==> config.mk <==
export PLATFORM = sky130hd
export DESIGN_NAME = two_channel_timer_pwm
export DESIGN_NICKNAME = d
export VERILOG_FILES = /design/src/timer_pwm_pkg.sv /design/src/two_channel_timer_pwm.sv
export VERILOG_INCLUDE_DIRS = /design/src
export SDC_FILE = /design/constraint.sdc
export NUM_CORES = 1
export LEC_CHECK = 0
export BUFFER_PORTS_ARGS = -buffer_cell sky130_fd_sc_hd__buf_2
export CAP_MARGIN = 40
export CORE_MARGIN = 10
export CORE_UTILIZATION = 55
export CTS_CLUSTER_DIAMETER = 30
export DETAILED_ROUTE_END_ITERATION = 16
export PLACE_DENSITY = 0.83
export SLEW_MARGIN = 5
export SYNTH_ARGS = -nofsm -noshare
export SYNTH_HDL_FRONTEND = slang
export SYNTH_SLANG_ARGS = --single-unit
==> constraint.sdc <==
create_clock -name clock_i -period 10 [get_ports clock_i]
set_clock_uncertainty 0.1 [all_clocks]
set_input_delay 2 -clock clock_i [delete_from_list [all_inputs] [get_ports clock_i]]
set_output_delay 2 -clock clock_i [all_outputs]
set_load 0.1 [all_outputs]
==> src/timer_pwm_cfg.svh <==
// Register offsets, field positions and reset values of the two-channel timer.
// Assumes a byte-wide register port with a 4-bit register index.
`ifndef TIMER_PWM_CFG_SVH
`define TIMER_PWM_CFG_SVH

`define ADDR_TIMER_SC 4'h0
`define ADDR_COUNT_HIGH 4'h1
`define ADDR_COUNT_LOW 4'h2
`define ADDR_MOD_HIGH 4'h3
`define ADDR_MOD_LOW 4'h4
`define ADDR_CH0_SC 4'h5
`define ADDR_CH0_VAL_HIGH 4'h6
`define ADDR_CH0_VAL_LOW 4'h7
`define ADDR_CH_STRIDE 4'h3
`define ADDR_LAST 4'ha

// Timer status/control fields
`define SC_TOF_BIT 7
`define SC_TOIE_BIT 6
`define SC_CENTER_BIT 5
`define SC_CLKSRC_HI 4
`define SC_CLKSRC_LO 3
`define SC_PS_HI 2
`define SC_PS_LO 0

// Channel status/control fields
`define CH_FLAG_BIT 7
`define CH_IE_BIT 6
`define CH_MS_HI 5
`define CH_MS_LO 4
`define CH_ELS_HI 3
`define CH_ELS_LO 2

`define CLKSRC_NONE 2'h0
`define CLKSRC_EXT 2'h3
`define ELS_OFF 2'h0
`define ELS_RISE_TOGGLE 2'h1
`define ELS_FALL_CLEAR 2'h2
`define ELS_HIGH_TRUE 2'h2
`define MODE_CAPTURE 2'h0
`define MODE_COMPARE 2'h1

`define RESET_BYTE 8'h00
`define RESET_COUNT 16'h0000
`define FULL_RANGE 16'hffff
`define PRESCALE_ONES 7'h7f

`endif

==> src/timer_pwm_pkg.sv <==
// Types shared by the two-channel timer.
// Assumes the constants header timer_pwm_cfg.svh is included beside it.
package timer_pwm_pkg;
    typedef logic [7:0] byte_t;
    typedef logic [15:0] count_t;
    typedef logic [3:0] reg_addr_t;
    typedef enum logic [1:0] {ch_capture, ch_compare, ch_edge_pwm, ch_center_pwm} ch_mode_e;
    typedef enum logic {dir_up, dir_down} count_dir_e;
endpackage

==> src/two_channel_timer_pwm.sv <==
// Two-channel timer/PWM unit: 16-bit counter, prescaler, modulus, per-channel
// capture, compare and PWM, reached through byte-wide registers.
// Assumes one clock, a byte register port with read data one cycle later,
// and channel pins that arrive asynchronously.
//
// Notes on behaviour
// - 16-bit counter, prescaler and modulus set timing.
// - Source select: off, bus clock, external pin.
// - Fixed system clock code uses bus clock.
// - Prescale divides by one to 128.
// - Counter read latches both bytes until both read.
// - Counter write clears count and read latch.
// - Reset and status/control write restart latch.
// - Reset clears the counter.
// - One bit makes both channels center-aligned.
// - Mode bits pick capture, compare or PWM.
// - Active pin edge captures the counter value.
// - Captured value read coherently, restart on write.
// - Capture sets the channel event flag.
// - Compare match sets, clears or toggles pin.
// - Compare value loads after both bytes written.
// - Compare match sets the channel event flag.
// - Edge PWM: modulus period, channel value duty.
// - PWM polarity selectable per channel.
// - Interrupt per channel plus terminal count.
//
// Implementation choices: the placing of the registers and strobed register access.
`timescale 1ns/1ps
`include "timer_pwm_cfg.svh"

module two_channel_timer_pwm #(
    parameter int CHANNELS = 2
) (
    input wire logic clock_i,
    input wire logic reset_n_i,
    input wire timer_pwm_pkg::reg_addr_t addr_i,
    input wire timer_pwm_pkg::byte_t wr_data_i,
    input wire logic wr_i,
    input wire logic rd_i,
    output timer_pwm_pkg::byte_t rd_data_o,
    input wire logic [CHANNELS-1:0] ch_pin_i,
    output logic [CHANNELS-1:0] ch_pin_o,
    output logic [CHANNELS-1:0] ch_pin_oe_n_o,
    output logic [CHANNELS-1:0] ch_irq_o,
    output logic overflow_irq_o
);
    import timer_pwm_pkg::*;

    ////////////////////////////////////////////////////////////////////////////
    // Main status/control and modulus

    logic tof_r;
    logic toie_r;
    logic center_r;
    logic [1:0] clksrc_r;
    logic [2:0] ps_r;
    count_t mod_r;
    count_t cnt_r;
    count_t cnt_nxt;
    count_dir_e dir_r;
    count_dir_e dir_nxt;
    logic [6:0] presc_r;
    count_t cnt_buf_r;
    logic cnt_lat_r;
    logic cnt_first_hi_r;
    byte_t rd_data_r;

    wire wr_sc = wr_i && addr_i == `ADDR_TIMER_SC;
    wire rd_cnt_h = rd_i && addr_i == `ADDR_COUNT_HIGH;
    wire rd_cnt_l = rd_i && addr_i == `ADDR_COUNT_LOW;
    wire wr_cnt = wr_i && (addr_i == `ADDR_COUNT_HIGH || addr_i == `ADDR_COUNT_LOW);
    wire wr_mod_h = wr_i && addr_i == `ADDR_MOD_HIGH;
    wire wr_mod_l = wr_i && addr_i == `ADDR_MOD_LOW;

    ////////////////////////////////////////////////////////////////////////////
    // Pin synchronisers: a change counts once stages two and three agree

    logic [CHANNELS-1:0] pin_s1_r;
    logic [CHANNELS-1:0] pin_s2_r;
    logic [CHANNELS-1:0] pin_s3_r;
    logic [CHANNELS-1:0] pin_lvl_r;
    wire [CHANNELS-1:0] pin_agree = ~(pin_s2_r ^ pin_s3_r);
    wire [CHANNELS-1:0] pin_lvl_nxt = (pin_agree & pin_s3_r) | (~pin_agree & pin_lvl_r);
    wire [CHANNELS-1:0] pin_rise = pin_lvl_nxt & ~pin_lvl_r;
    wire [CHANNELS-1:0] pin_fall = ~pin_lvl_nxt & pin_lvl_r;

    always_ff @(posedge clock_i) begin
        if (!reset_n_i) begin
            pin_s1_r <= '0;
            pin_s2_r <= '0;
            pin_s3_r <= '0;
            pin_lvl_r <= '0;
        end else begin
            pin_s1_r <= ch_pin_i;
            pin_s2_r <= pin_s1_r;
            pin_s3_r <= pin_s2_r;
            pin_lvl_r <= pin_lvl_nxt;
        end
    end

    ////////////////////////////////////////////////////////////////////////////
    // Clock source and prescaler

    // Any code but off and external runs from the bus clock; no fixed clock here
    wire src_pulse = (clksrc_r == `CLKSRC_EXT) ? pin_rise[0] :
                     (clksrc_r != `CLKSRC_NONE);
    wire [6:0] presc_mask = ~(`PRESCALE_ONES << ps_r);
    wire tick = src_pulse && ((presc_r & presc_mask) == presc_mask);
    wire [6:0] presc_nxt = presc_r + 7'h01;
    wire count_t top = (mod_r == `RESET_COUNT) ? `FULL_RANGE : mod_r;
    wire at_top = cnt_r >= top;
    wire at_bottom = cnt_r == `RESET_COUNT;

    // Counter sequencing, one step per prescaled tick
    always_comb begin
        cnt_nxt = cnt_r;
        dir_nxt = dir_r;
        if (tick) begin
            if (!center_r) begin
                cnt_nxt = at_top ? `RESET_COUNT : cnt_r + 16'h0001;
                dir_nxt = dir_up;
            end else begin
                unique case (dir_r)
                    dir_up: begin
                        cnt_nxt = at_top ? cnt_r - 16'h0001 : cnt_r + 16'h0001;
                        dir_nxt = at_top ? dir_down : dir_up;
                    end
                    dir_down: begin
                        cnt_nxt = at_bottom ? cnt_r + 16'h0001 : cnt_r - 16'h0001;
                        dir_nxt = at_bottom ? dir_up : dir_down;
                    end
                endcase
            end
        end
    end

    wire period_end = tick && (center_r ? (dir_r == dir_down && at_bottom) : at_top);

    always_ff @(posedge clock_i) begin
        if (!reset_n_i) begin
            cnt_r <= `RESET_COUNT;
            dir_r <= dir_up;
            presc_r <= '0;
        end else if (wr_cnt) begin
            cnt_r <= `RESET_COUNT;
            dir_r <= dir_up;
            presc_r <= '0;
        end else begin
            cnt_r <= cnt_nxt;
            dir_r <= dir_nxt;
            presc_r <= src_pulse ? presc_nxt : presc_r;
        end
    end

    // Write one to the terminal-count flag clears it; a new overflow wins
    always_ff @(posedge clock_i) begin
        if (!reset_n_i) begin
            tof_r <= 1'b0;
            toie_r <= 1'b0;
            center_r <= 1'b0;
            clksrc_r <= `CLKSRC_NONE;
            ps_r <= '0;
            mod_r <= `RESET_COUNT;
        end else begin
            tof_r <= period_end || (tof_r && !(wr_sc && wr_data_i[`SC_TOF_BIT]));
            if (wr_sc) begin
                toie_r <= wr_data_i[`SC_TOIE_BIT];
                center_r <= wr_data_i[`SC_CENTER_BIT];
                clksrc_r <= wr_data_i[`SC_CLKSRC_HI:`SC_CLKSRC_LO];
                ps_r <= wr_data_i[`SC_PS_HI:`SC_PS_LO];
            end
            if (wr_mod_h) begin
                mod_r[15:8] <= wr_data_i;
            end
            if (wr_mod_l) begin
                mod_r[7:0] <= wr_data_i;
            end
        end
    end

    // Counter read latch: the first byte read freezes both, the other releases
    always_ff @(posedge clock_i) begin
        if (!reset_n_i || wr_cnt || wr_sc) begin
            cnt_lat_r <= 1'b0;
            cnt_buf_r <= `RESET_COUNT;
            cnt_first_hi_r <= 1'b0;
        end else if ((rd_cnt_h || rd_cnt_l) && !cnt_lat_r) begin
            cnt_lat_r <= 1'b1;
            cnt_buf_r <= cnt_r;
            cnt_first_hi_r <= rd_cnt_h;
        end else if ((rd_cnt_h && !cnt_first_hi_r) || (rd_cnt_l && cnt_first_hi_r)) begin
            cnt_lat_r <= 1'b0;
        end
    end

    wire count_t cnt_view = cnt_lat_r ? cnt_buf_r : cnt_r;

    ////////////////////////////////////////////////////////////////////////////
    // Channels

    byte_t ch_sc_view [CHANNELS];
    count_t ch_val_view [CHANNELS];
    count_t ch_val_r [CHANNELS];
    logic [CHANNELS-1:0] ch_flag_r;
    logic [CHANNELS-1:0] ch_ie_r;
    logic [CHANNELS-1:0] cap_ev;
    logic [CHANNELS-1:0] cmp_ev;
    ch_mode_e ch_mode [CHANNELS];

    genvar g;
    generate
        for (g = 0; g < CHANNELS; g++) begin : gen_ch
            localparam reg_addr_t BASE = 4'(`ADDR_CH0_SC + g * `ADDR_CH_STRIDE);
            logic [1:0] ms_r;
            logic [1:0] els_r;
            count_t wbuf_r;
            logic [1:0] wseq_r;
            logic pend_r;
            count_t rbuf_r;
            logic rlat_r;
            logic rfirst_hi_r;
            logic out_r;

            wire wr_csc = wr_i && addr_i == BASE;
            wire wr_vh = wr_i && addr_i == BASE + 4'h1;
            wire wr_vl = wr_i && addr_i == BASE + 4'h2;
            wire rd_vh = rd_i && addr_i == BASE + 4'h1;
            wire rd_vl = rd_i && addr_i == BASE + 4'h2;
            wire [1:0] wseq_nxt = wseq_r | {wr_vh, wr_vl};
            wire count_t wnew = {wr_vh ? wr_data_i : wbuf_r[15:8],
                                 wr_vl ? wr_data_i : wbuf_r[7:0]};
            wire both_written = (wr_vh || wr_vl) && wseq_nxt == 2'h3;
            wire is_pwm = ch_mode[g] == ch_edge_pwm || ch_mode[g] == ch_center_pwm;
            wire match = tick && cnt_r == ch_val_r[g];
            // High-true when the select is 2, otherwise low-true
            wire pwm_level = (cnt_r < ch_val_r[g]) ^ (els_r != `ELS_HIGH_TRUE);

            assign ch_mode[g] = center_r ? ch_center_pwm :
                                (ms_r == `MODE_CAPTURE) ? ch_capture :
                                (ms_r == `MODE_COMPARE) ? ch_compare : ch_edge_pwm;
            assign cap_ev[g] = ch_mode[g] == ch_capture &&
                               ((els_r[0] && pin_rise[g]) || (els_r[1] && pin_fall[g]));
            assign cmp_ev[g] = ch_mode[g] == ch_compare && match;

            always_ff @(posedge clock_i) begin
                if (!reset_n_i) begin
                    ms_r <= '0;
                    els_r <= `ELS_OFF;
                    ch_ie_r[g] <= 1'b0;
                    ch_flag_r[g] <= 1'b0;
                end else begin
                    // Flag clear by writing one; an event in the same cycle wins
                    ch_flag_r[g] <= cap_ev[g] || cmp_ev[g] ||
                        (ch_flag_r[g] && !(wr_csc && wr_data_i[`CH_FLAG_BIT]));
                    if (wr_csc) begin
                        ch_ie_r[g] <= wr_data_i[`CH_IE_BIT];
                        ms_r <= wr_data_i[`CH_MS_HI:`CH_MS_LO];
                        els_r <= wr_data_i[`CH_ELS_HI:`CH_ELS_LO];
                    end
                end
            end

            // Paired writes; PWM values wait for the period end so no glitch pulse
            always_ff @(posedge clock_i) begin
                if (!reset_n_i) begin
                    ch_val_r[g] <= `RESET_COUNT;
                    wbuf_r <= `RESET_COUNT;
                    wseq_r <= '0;
                    pend_r <= 1'b0;
                end else begin
                    wbuf_r <= wnew;
                    wseq_r <= (wr_csc || both_written) ? 2'h0 : wseq_nxt;
                    if (cap_ev[g]) begin
                        ch_val_r[g] <= cnt_r;
                    end else if (both_written && !is_pwm) begin
                        ch_val_r[g] <= wnew;
                    end else if (pend_r && period_end) begin
                        ch_val_r[g] <= wbuf_r;
                    end
                    pend_r <= (both_written && is_pwm) || (pend_r && !period_end);
                end
            end

            always_ff @(posedge clock_i) begin
                if (!reset_n_i || wr_csc) begin
                    rlat_r <= 1'b0;
                    rbuf_r <= `RESET_COUNT;
                    rfirst_hi_r <= 1'b0;
                end else if ((rd_vh || rd_vl) && !rlat_r) begin
                    rlat_r <= 1'b1;
                    rbuf_r <= ch_val_r[g];
                    rfirst_hi_r <= rd_vh;
                end else if ((rd_vh && !rfirst_hi_r) || (rd_vl && rfirst_hi_r)) begin
                    rlat_r <= 1'b0;
                end
            end

            always_ff @(posedge clock_i) begin
                if (!reset_n_i) begin
                    out_r <= 1'b0;
                end else if (is_pwm && els_r != `ELS_OFF) begin
                    out_r <= pwm_level;
                end else if (cmp_ev[g]) begin
                    unique case (els_r)
                        `ELS_RISE_TOGGLE: out_r <= !out_r;
                        `ELS_FALL_CLEAR: out_r <= 1'b0;
                        `ELS_OFF: out_r <= out_r;
                        default: out_r <= 1'b1;
                    endcase
                end
            end

            assign ch_val_view[g] = rlat_r ? rbuf_r : ch_val_r[g];
            assign ch_sc_view[g] = {ch_flag_r[g], ch_ie_r[g], ms_r, els_r, 2'h0};
            assign ch_pin_o[g] = out_r;
            // Capture inputs and a released pin are left undriven
            assign ch_pin_oe_n_o[g] = ch_mode[g] == ch_capture || els_r == `ELS_OFF;
            assign ch_irq_o[g] = ch_flag_r[g] && ch_ie_r[g];
        end
    endgenerate

    ////////////////////////////////////////////////////////////////////////////
    // Register read port

    byte_t rmap [16];
    always_comb begin
        for (int i = 0; i < 16; i++) begin
            rmap[i] = `RESET_BYTE;
        end
        rmap[`ADDR_TIMER_SC] = {tof_r, toie_r, center_r, clksrc_r, ps_r};
        rmap[`ADDR_COUNT_HIGH] = cnt_view[15:8];
        rmap[`ADDR_COUNT_LOW] = cnt_view[7:0];
        rmap[`ADDR_MOD_HIGH] = mod_r[15:8];
        rmap[`ADDR_MOD_LOW] = mod_r[7:0];
        for (int c = 0; c < CHANNELS; c++) begin
            rmap[`ADDR_CH0_SC + c * `ADDR_CH_STRIDE] = ch_sc_view[c];
            rmap[`ADDR_CH0_VAL_HIGH + c * `ADDR_CH_STRIDE] = ch_val_view[c][15:8];
            rmap[`ADDR_CH0_VAL_LOW + c * `ADDR_CH_STRIDE] = ch_val_view[c][7:0];
        end
    end

    always_ff @(posedge clock_i) begin
        if (!reset_n_i) begin
            rd_data_r <= `RESET_BYTE;
        end else begin
            rd_data_r <= rd_i ? rmap[addr_i] : `RESET_BYTE;
        end
    end

    assign rd_data_o = rd_data_r;
    assign overflow_irq_o = tof_r && toie_r;
endmodule
## Yosys cells after proc, flatten, opt, wreduce, memory -nomap -nowiden

Memories as Yosys holds them, arrays and structs flattened.
Index checks and enable logic that the tools add are counted.

- Output and inout port bits: 15
- ROM bits: 0
- Memories kept: 1
- RAM bits: 32
- Input port bits: 18
- Latch bits: 0
- Register bits after elaboration: 170

- Reduce and logical (&&, ||, !) cells: 125
- Shift operators: 1
- Multiply operators: 0
- Bitwise logic cells: 25
- Muxes and demuxes: 71
- Magnitude comparators: 4
- Divide/modulo/power cells: 0
- Add/subtract/negate cells: 3
- Equal/unequal tests: 32

Memory list:

| memory | depth | width | read ports | clocked after Yosys merged registers in | write ports | line | text |
|---|---|---|---|---|---|---|---|
| ch_val_r | 2 | 16 | 2 | 0 | 2 | two_channel_timer_pwm.sv:203 | `count_t ch_val_r [CHANNELS];` |

Operator list:

| kind | number |
|---|---|
| two-way mux 16 bit | 14 |
| logical AND 1 bit | 59 |
| two-way mux 8 bit | 6 |
| two-way mux 1 bit | 40 |
| binary-select mux 8 bit (select 4 bit) | 1 |
| equality test 16 bit | 2 |
| zero test 16 bit | 2 |
| < comparator 16 bit | 2 |
| one-hot mux 16 bit (2 select lines) | 1 |
| logical OR 1 bit | 28 |
| equality test 2 bit, second input constant | 9 |
| adder 16 x 1 -> 16 bit, second input constant | 1 |
| equality test 4 x 3 -> 1 bit, second input constant | 4 |
| greater-or-equal comparator 16 bit | 1 |
| nonzero test 2 bit | 8 |
| subtractor 16 x 1 -> 16 bit, second input constant | 1 |
| zero test 1 bit | 15 |
| equality test 2 x 1 -> 1 bit, second input constant | 6 |
| equality test 4 bit, second input constant | 3 |
| zero test 2 bit | 6 |
| two-way mux 2 bit | 6 |
| bitwise AND 2 bit | 4 |
| equality test 4 x 2 -> 1 bit, second input constant | 2 |
| inequality test 2 bit, second input constant | 4 |
| 19 further kinds | 36 |

## Logic depth before layout (Yosys ltp)

- Word-level depth: 16
- Depth in mapped cells: 16

## Least setup slack after synthesis

Ideal clock, no wire load.

- Path type: register to output
- Start: register center_r
- End: output ch_pin_oe_n_o[0]
- Required time: 7.900 ns
- Path buffers: 1
- Arrival: 2.219 ns
- Cell stages (with the launch flop): 4
- Setup slack: 5.681 ns
- Cell sequence: dfxtp_1 or2_1 clkbuf_1 o22ai_1

- Word-level cells in the longest chain between the ends: 3

Ends and longest elaborated chain:

| item | line | text |
|---|---|---|
| start, declared | two_channel_timer_pwm.sv:54 | `logic center_r;` |
| start signal, assigned | two_channel_timer_pwm.sv:168 | `` center_r <= wr_data_i[`SC_CENTER_BIT]; `` |
| two-way mux 2 bit | two_channel_timer_pwm.sv:238 | `assign ch_mode[g] = center_r ? ch_center_pwm :` |
| zero test 2 bit | two_channel_timer_pwm.sv:317 | `` assign ch_pin_oe_n_o[g] = ch_mode[g] == ch_capture \|\| els_r == `ELS_OFF; `` |
| logical OR 1 bit (no source line) | -- |  |
| end, declared | two_channel_timer_pwm.sv:43 | `output logic [CHANNELS-1:0] ch_pin_oe_n_o,` |

No other way between the ends.

==> run_results.csv <==
group,metric,value,unit
final_layout,final_cell_mix,"221 x nand2_1, 170 x dfxtp_1, 95 x a21oi_1, 84 x nor2_1, 65 x o21ai_0",
synth,async_reset_ff_share,0,%
power_and_ir_drop,peakVddDrop,0.118,mV
grt,grt_pass1_vias,9753,
clocking,cts_resized,0,
sta,tightest_slew,0.893,ns
final_layout,multi_input_area,0.00653,mm2
sta,setup_viol,0,
outcome,status,"complete, no violations",
synth,synth.cell_area,0.0114,mm2
synth,syn_avg_cell_area,8.59,um2
synth,ys_seq_area_share,38.2,%
final_layout,n_fill_cell,1634,
place,globalplace.congestion,0.990,
floorplanning,die_h,164,um
detailed_routing,vias,10400,
floorplanning,core,0.0203,mm2
sta,relSlewSlack,40.4,%
final_layout,fin_util,64.8,%
clocking,cts_made_buffers,38,
place,hpwl,23.2,mm
floorplanning,die_area,0.0269,mm2
sta,rsz0062_at_grt,"no",
power_and_ir_drop,swShare,22.8,%
clocking,htree_num_levels,2,
detailed_routing,ant_nets,0,
power_and_ir_drop,pwr-share-seq,36.6,%
synth,ys_seq_elements,202,
power_and_ir_drop,p_per_area,177,mW/mm2
power_and_ir_drop,leakagePower,0.00520,uW
sta,hold_viol,0,
grt,overflow,0,
grt,grt_util_all_layers,25.6,%
power_and_ir_drop,clkPwrFrac,57.4,%
floorplanning,rows,52,
floorplanning,start_util,56.2,%
clocking,clock_tree.root_cell,"clkbuf_16",
sta,post-route-period-util,47.1,%
synth,yosysWarnings,0,
grt,antenna_found_initial,1,
synth,synth_nets,1399,
clocking,cts_hold_buf,0,
sta,min_period,4.71,ns
clocking,post-cts-setup-buffers,0,
clocking,clkSlewWorstSetupHoldPaths,0.05,ns
synth,synthesis.instances,1329,
clocking,cts_buffer_depth,3,
worst_setup_path,cp_common_cell,"nor2_2",
sta,max_freq,0.212,GHz
worst_setup_path,worstPathRequired,10.14,ns
detailed_routing,wl_per_cell,21.3,um
detailed_routing,vias_per_cell,6.35,
job,maxCapViolations,0,
detailed_routing,drt-total-wl,35.0,mm
floorplanning,die_x,164,um
final_layout,register_area,0.00436,mm2
worst_setup_path,path_max_fanout,35,
power_and_ir_drop,p_switching,532,uW
final_layout,final_common_cell,"nand2_1",
worst_setup_path,slowest_stage,"nor2_2",
grt,grt_pass1_wl,54.5,mm
clocking,clk_latency,0.52,ns
power_and_ir_drop,p_int,1800,uW
sta,slew_viol_final,0,
grt,grt_max_degree,89,
final_layout,drive_gt1_share,14.0,%
worst_setup_path,arrival,4.85,ns
detailed_routing,drtIter0Drc,1265,
clocking,numClockSinks,202,
worst_hold_path,hold_path.class,"flip-flop to flip-flop",
worst_setup_path,crit_path_start_kind,"input port",
detailed_routing,drc,0,
detailed_routing,first_pass_iters,6,
synth,ys_types,72,
synth,synthFlopType,"dfxtp_1",
synth,synth_edf_count,32,
clocking,cts_tree,"built",
place,numPortBuffers,32,
sta,setup_tns,0,ns
power_and_ir_drop,comb_power_share,6.0,%
worst_setup_path,end_kind,"flip-flop",
worst_setup_path,critPathMaxStageDelay,0.67,ns
final_layout,areaGrowthSynthToFinish,15.3,%
floorplanning,ioPinCount,33,
final_layout,nets,1412,
worst_setup_path,worstPathCellList,"buf_2 -> buf_4 -> nand2b_1 -> nor2_2 -> nor2_2 -> nor3_1 -> nor2_1 -> and3_1 -> nand2_1 -> o21ai_0",
worst_setup_path,worstSetupPathType,"input port to flip-flop",
-- state kept, by name, summed over array words and instances (netlist names), 3 cells and up --
| name | flops |
|---|---|
| ch_val_r | 32 |
| cnt_buf_r | 16 |
| cnt_r | 16 |
| gen_ch.els_r | 4 |
| gen_ch.ms_r | 4 |
| gen_ch.rbuf_r | 32 |
| gen_ch.wbuf_r | 32 |
| gen_ch.wseq_r | 4 |
| mod_r | 16 |
| presc_r | 7 |
| ps_r | 3 |
| rd_data_o | 8 |
-- metrics by stage --
stage	hold WS, ns	std cells	total power (uW)	area, um2	worst slack [ns]
CTS	0.334	1642	2330	13200	5.36
global placement	0.314	1569	996	11800	5.05
floorplan	0.312	1329	960	11400	5.68
global route	0.341	1643	2390	13200	5.09
finish	0.337	1643	2330	13200	5.29
detailed placement	0.322	1572	1000	11800	4.86
-- cells by family after synthesis --
family | after synthesis | synth area share, %
adder cells (fa/ha/maj) | 52 | 5.70
AO/OA/AOI/OAI | 333 | 19.0
AND/OR/NAND/NOR | 497 | 20.9
XOR/XNOR | 13 | 0.998
flip-flops | 202 | 38.2
buffers and inverters | 133 | 4.63
multiplexers | 99 | 10.5
-- layout make-up --
cell class | count | share of cell area, %
timing repair buffer | 60 | 3.05
antenna | 1 | 0.0190
inverter | 46 | 1.31
tap | 270 | 2.57
sequential | 202 | 33.2
clock inverter | 15 | 1.68
multi-input combinational | 994 | 49.6
clock buffer | 55 | 8.58
-- final timing paths --
| check | depth (start not counted) | start | endpoint | slack, ns |
|---|---|---|---|---|
| max | 10 | addr_i[0] | ch_val_r[1][0]$_SDFFCE_PN0P_ | 5.29 |
| min | 1 | pin_s1_r[0]$_SDFF_PN0_ | pin_s2_r[0]$_SDFF_PN0_ | 0.34 |
| max reg2reg | 12 | mod_r[10]$_SDFFE_PN0P_ | ch_val_r[1][13]$_SDFFCE_PN0P_ | 5.53 |
| min reg2reg | 1 | pin_s1_r[0]$_SDFF_PN0_ | pin_s2_r[0]$_SDFF_PN0_ | 0.34 |
-- per-layer routing --
metal | part of all wire (%) | up-vias | GRT usage, % | wire, um
met5 | 0 | - | 0 | 0
li1 | - | 4749 | - | -
met4 | 5.4 | 0 | 14.0 | 1900
met1 | 39 | 4867 | 33.1 | 13600
met2 | 45 | 680 | 39.5 | 15600
met3 | 11 | 141 | 5.08 | 3870
-- cell usage after synthesis, drive strengths merged, types with 16 or more instances --
cell | count | area (um2)
a21boi | 27 | 203
a21o | 29 | 218
a21oi | 96 | 484
a22o | 16 | 140
and2 | 31 | 194
buf | 17 | 90.1
clkbuf | 70 | 265
dfxtp | 170 | 3400
edfxtp | 32 | 961
ha | 52 | 651
inv | 46 | 173
mux2 | 28 | 315
mux2i | 57 | 571
nand2 | 222 | 841
nand3 | 16 | 85.1
nor2 | 89 | 352
nor2b | 41 | 257
nor3 | 25 | 125
o21ai | 83 | 427
-- power groups by stage --
stage                     clock network [uW]  logic, uW  registers [uW]
final                                   1340        140             852
after global routing                    1380        151             853
after CTS                               1340        136             852
after detailed placement                   0        134             867
after global placement                     0        128             868
after floorplan                            0       92.2             868
-- worst max-delay path, delay by kind of cell --
kind	cells	cell delay (ns)
buffers and inverters	2	0.49
and+or+nand+nor	7	2.22
AOI/OAI and AO/OA	1	0.11
Power figures use the tool's default switching activity.
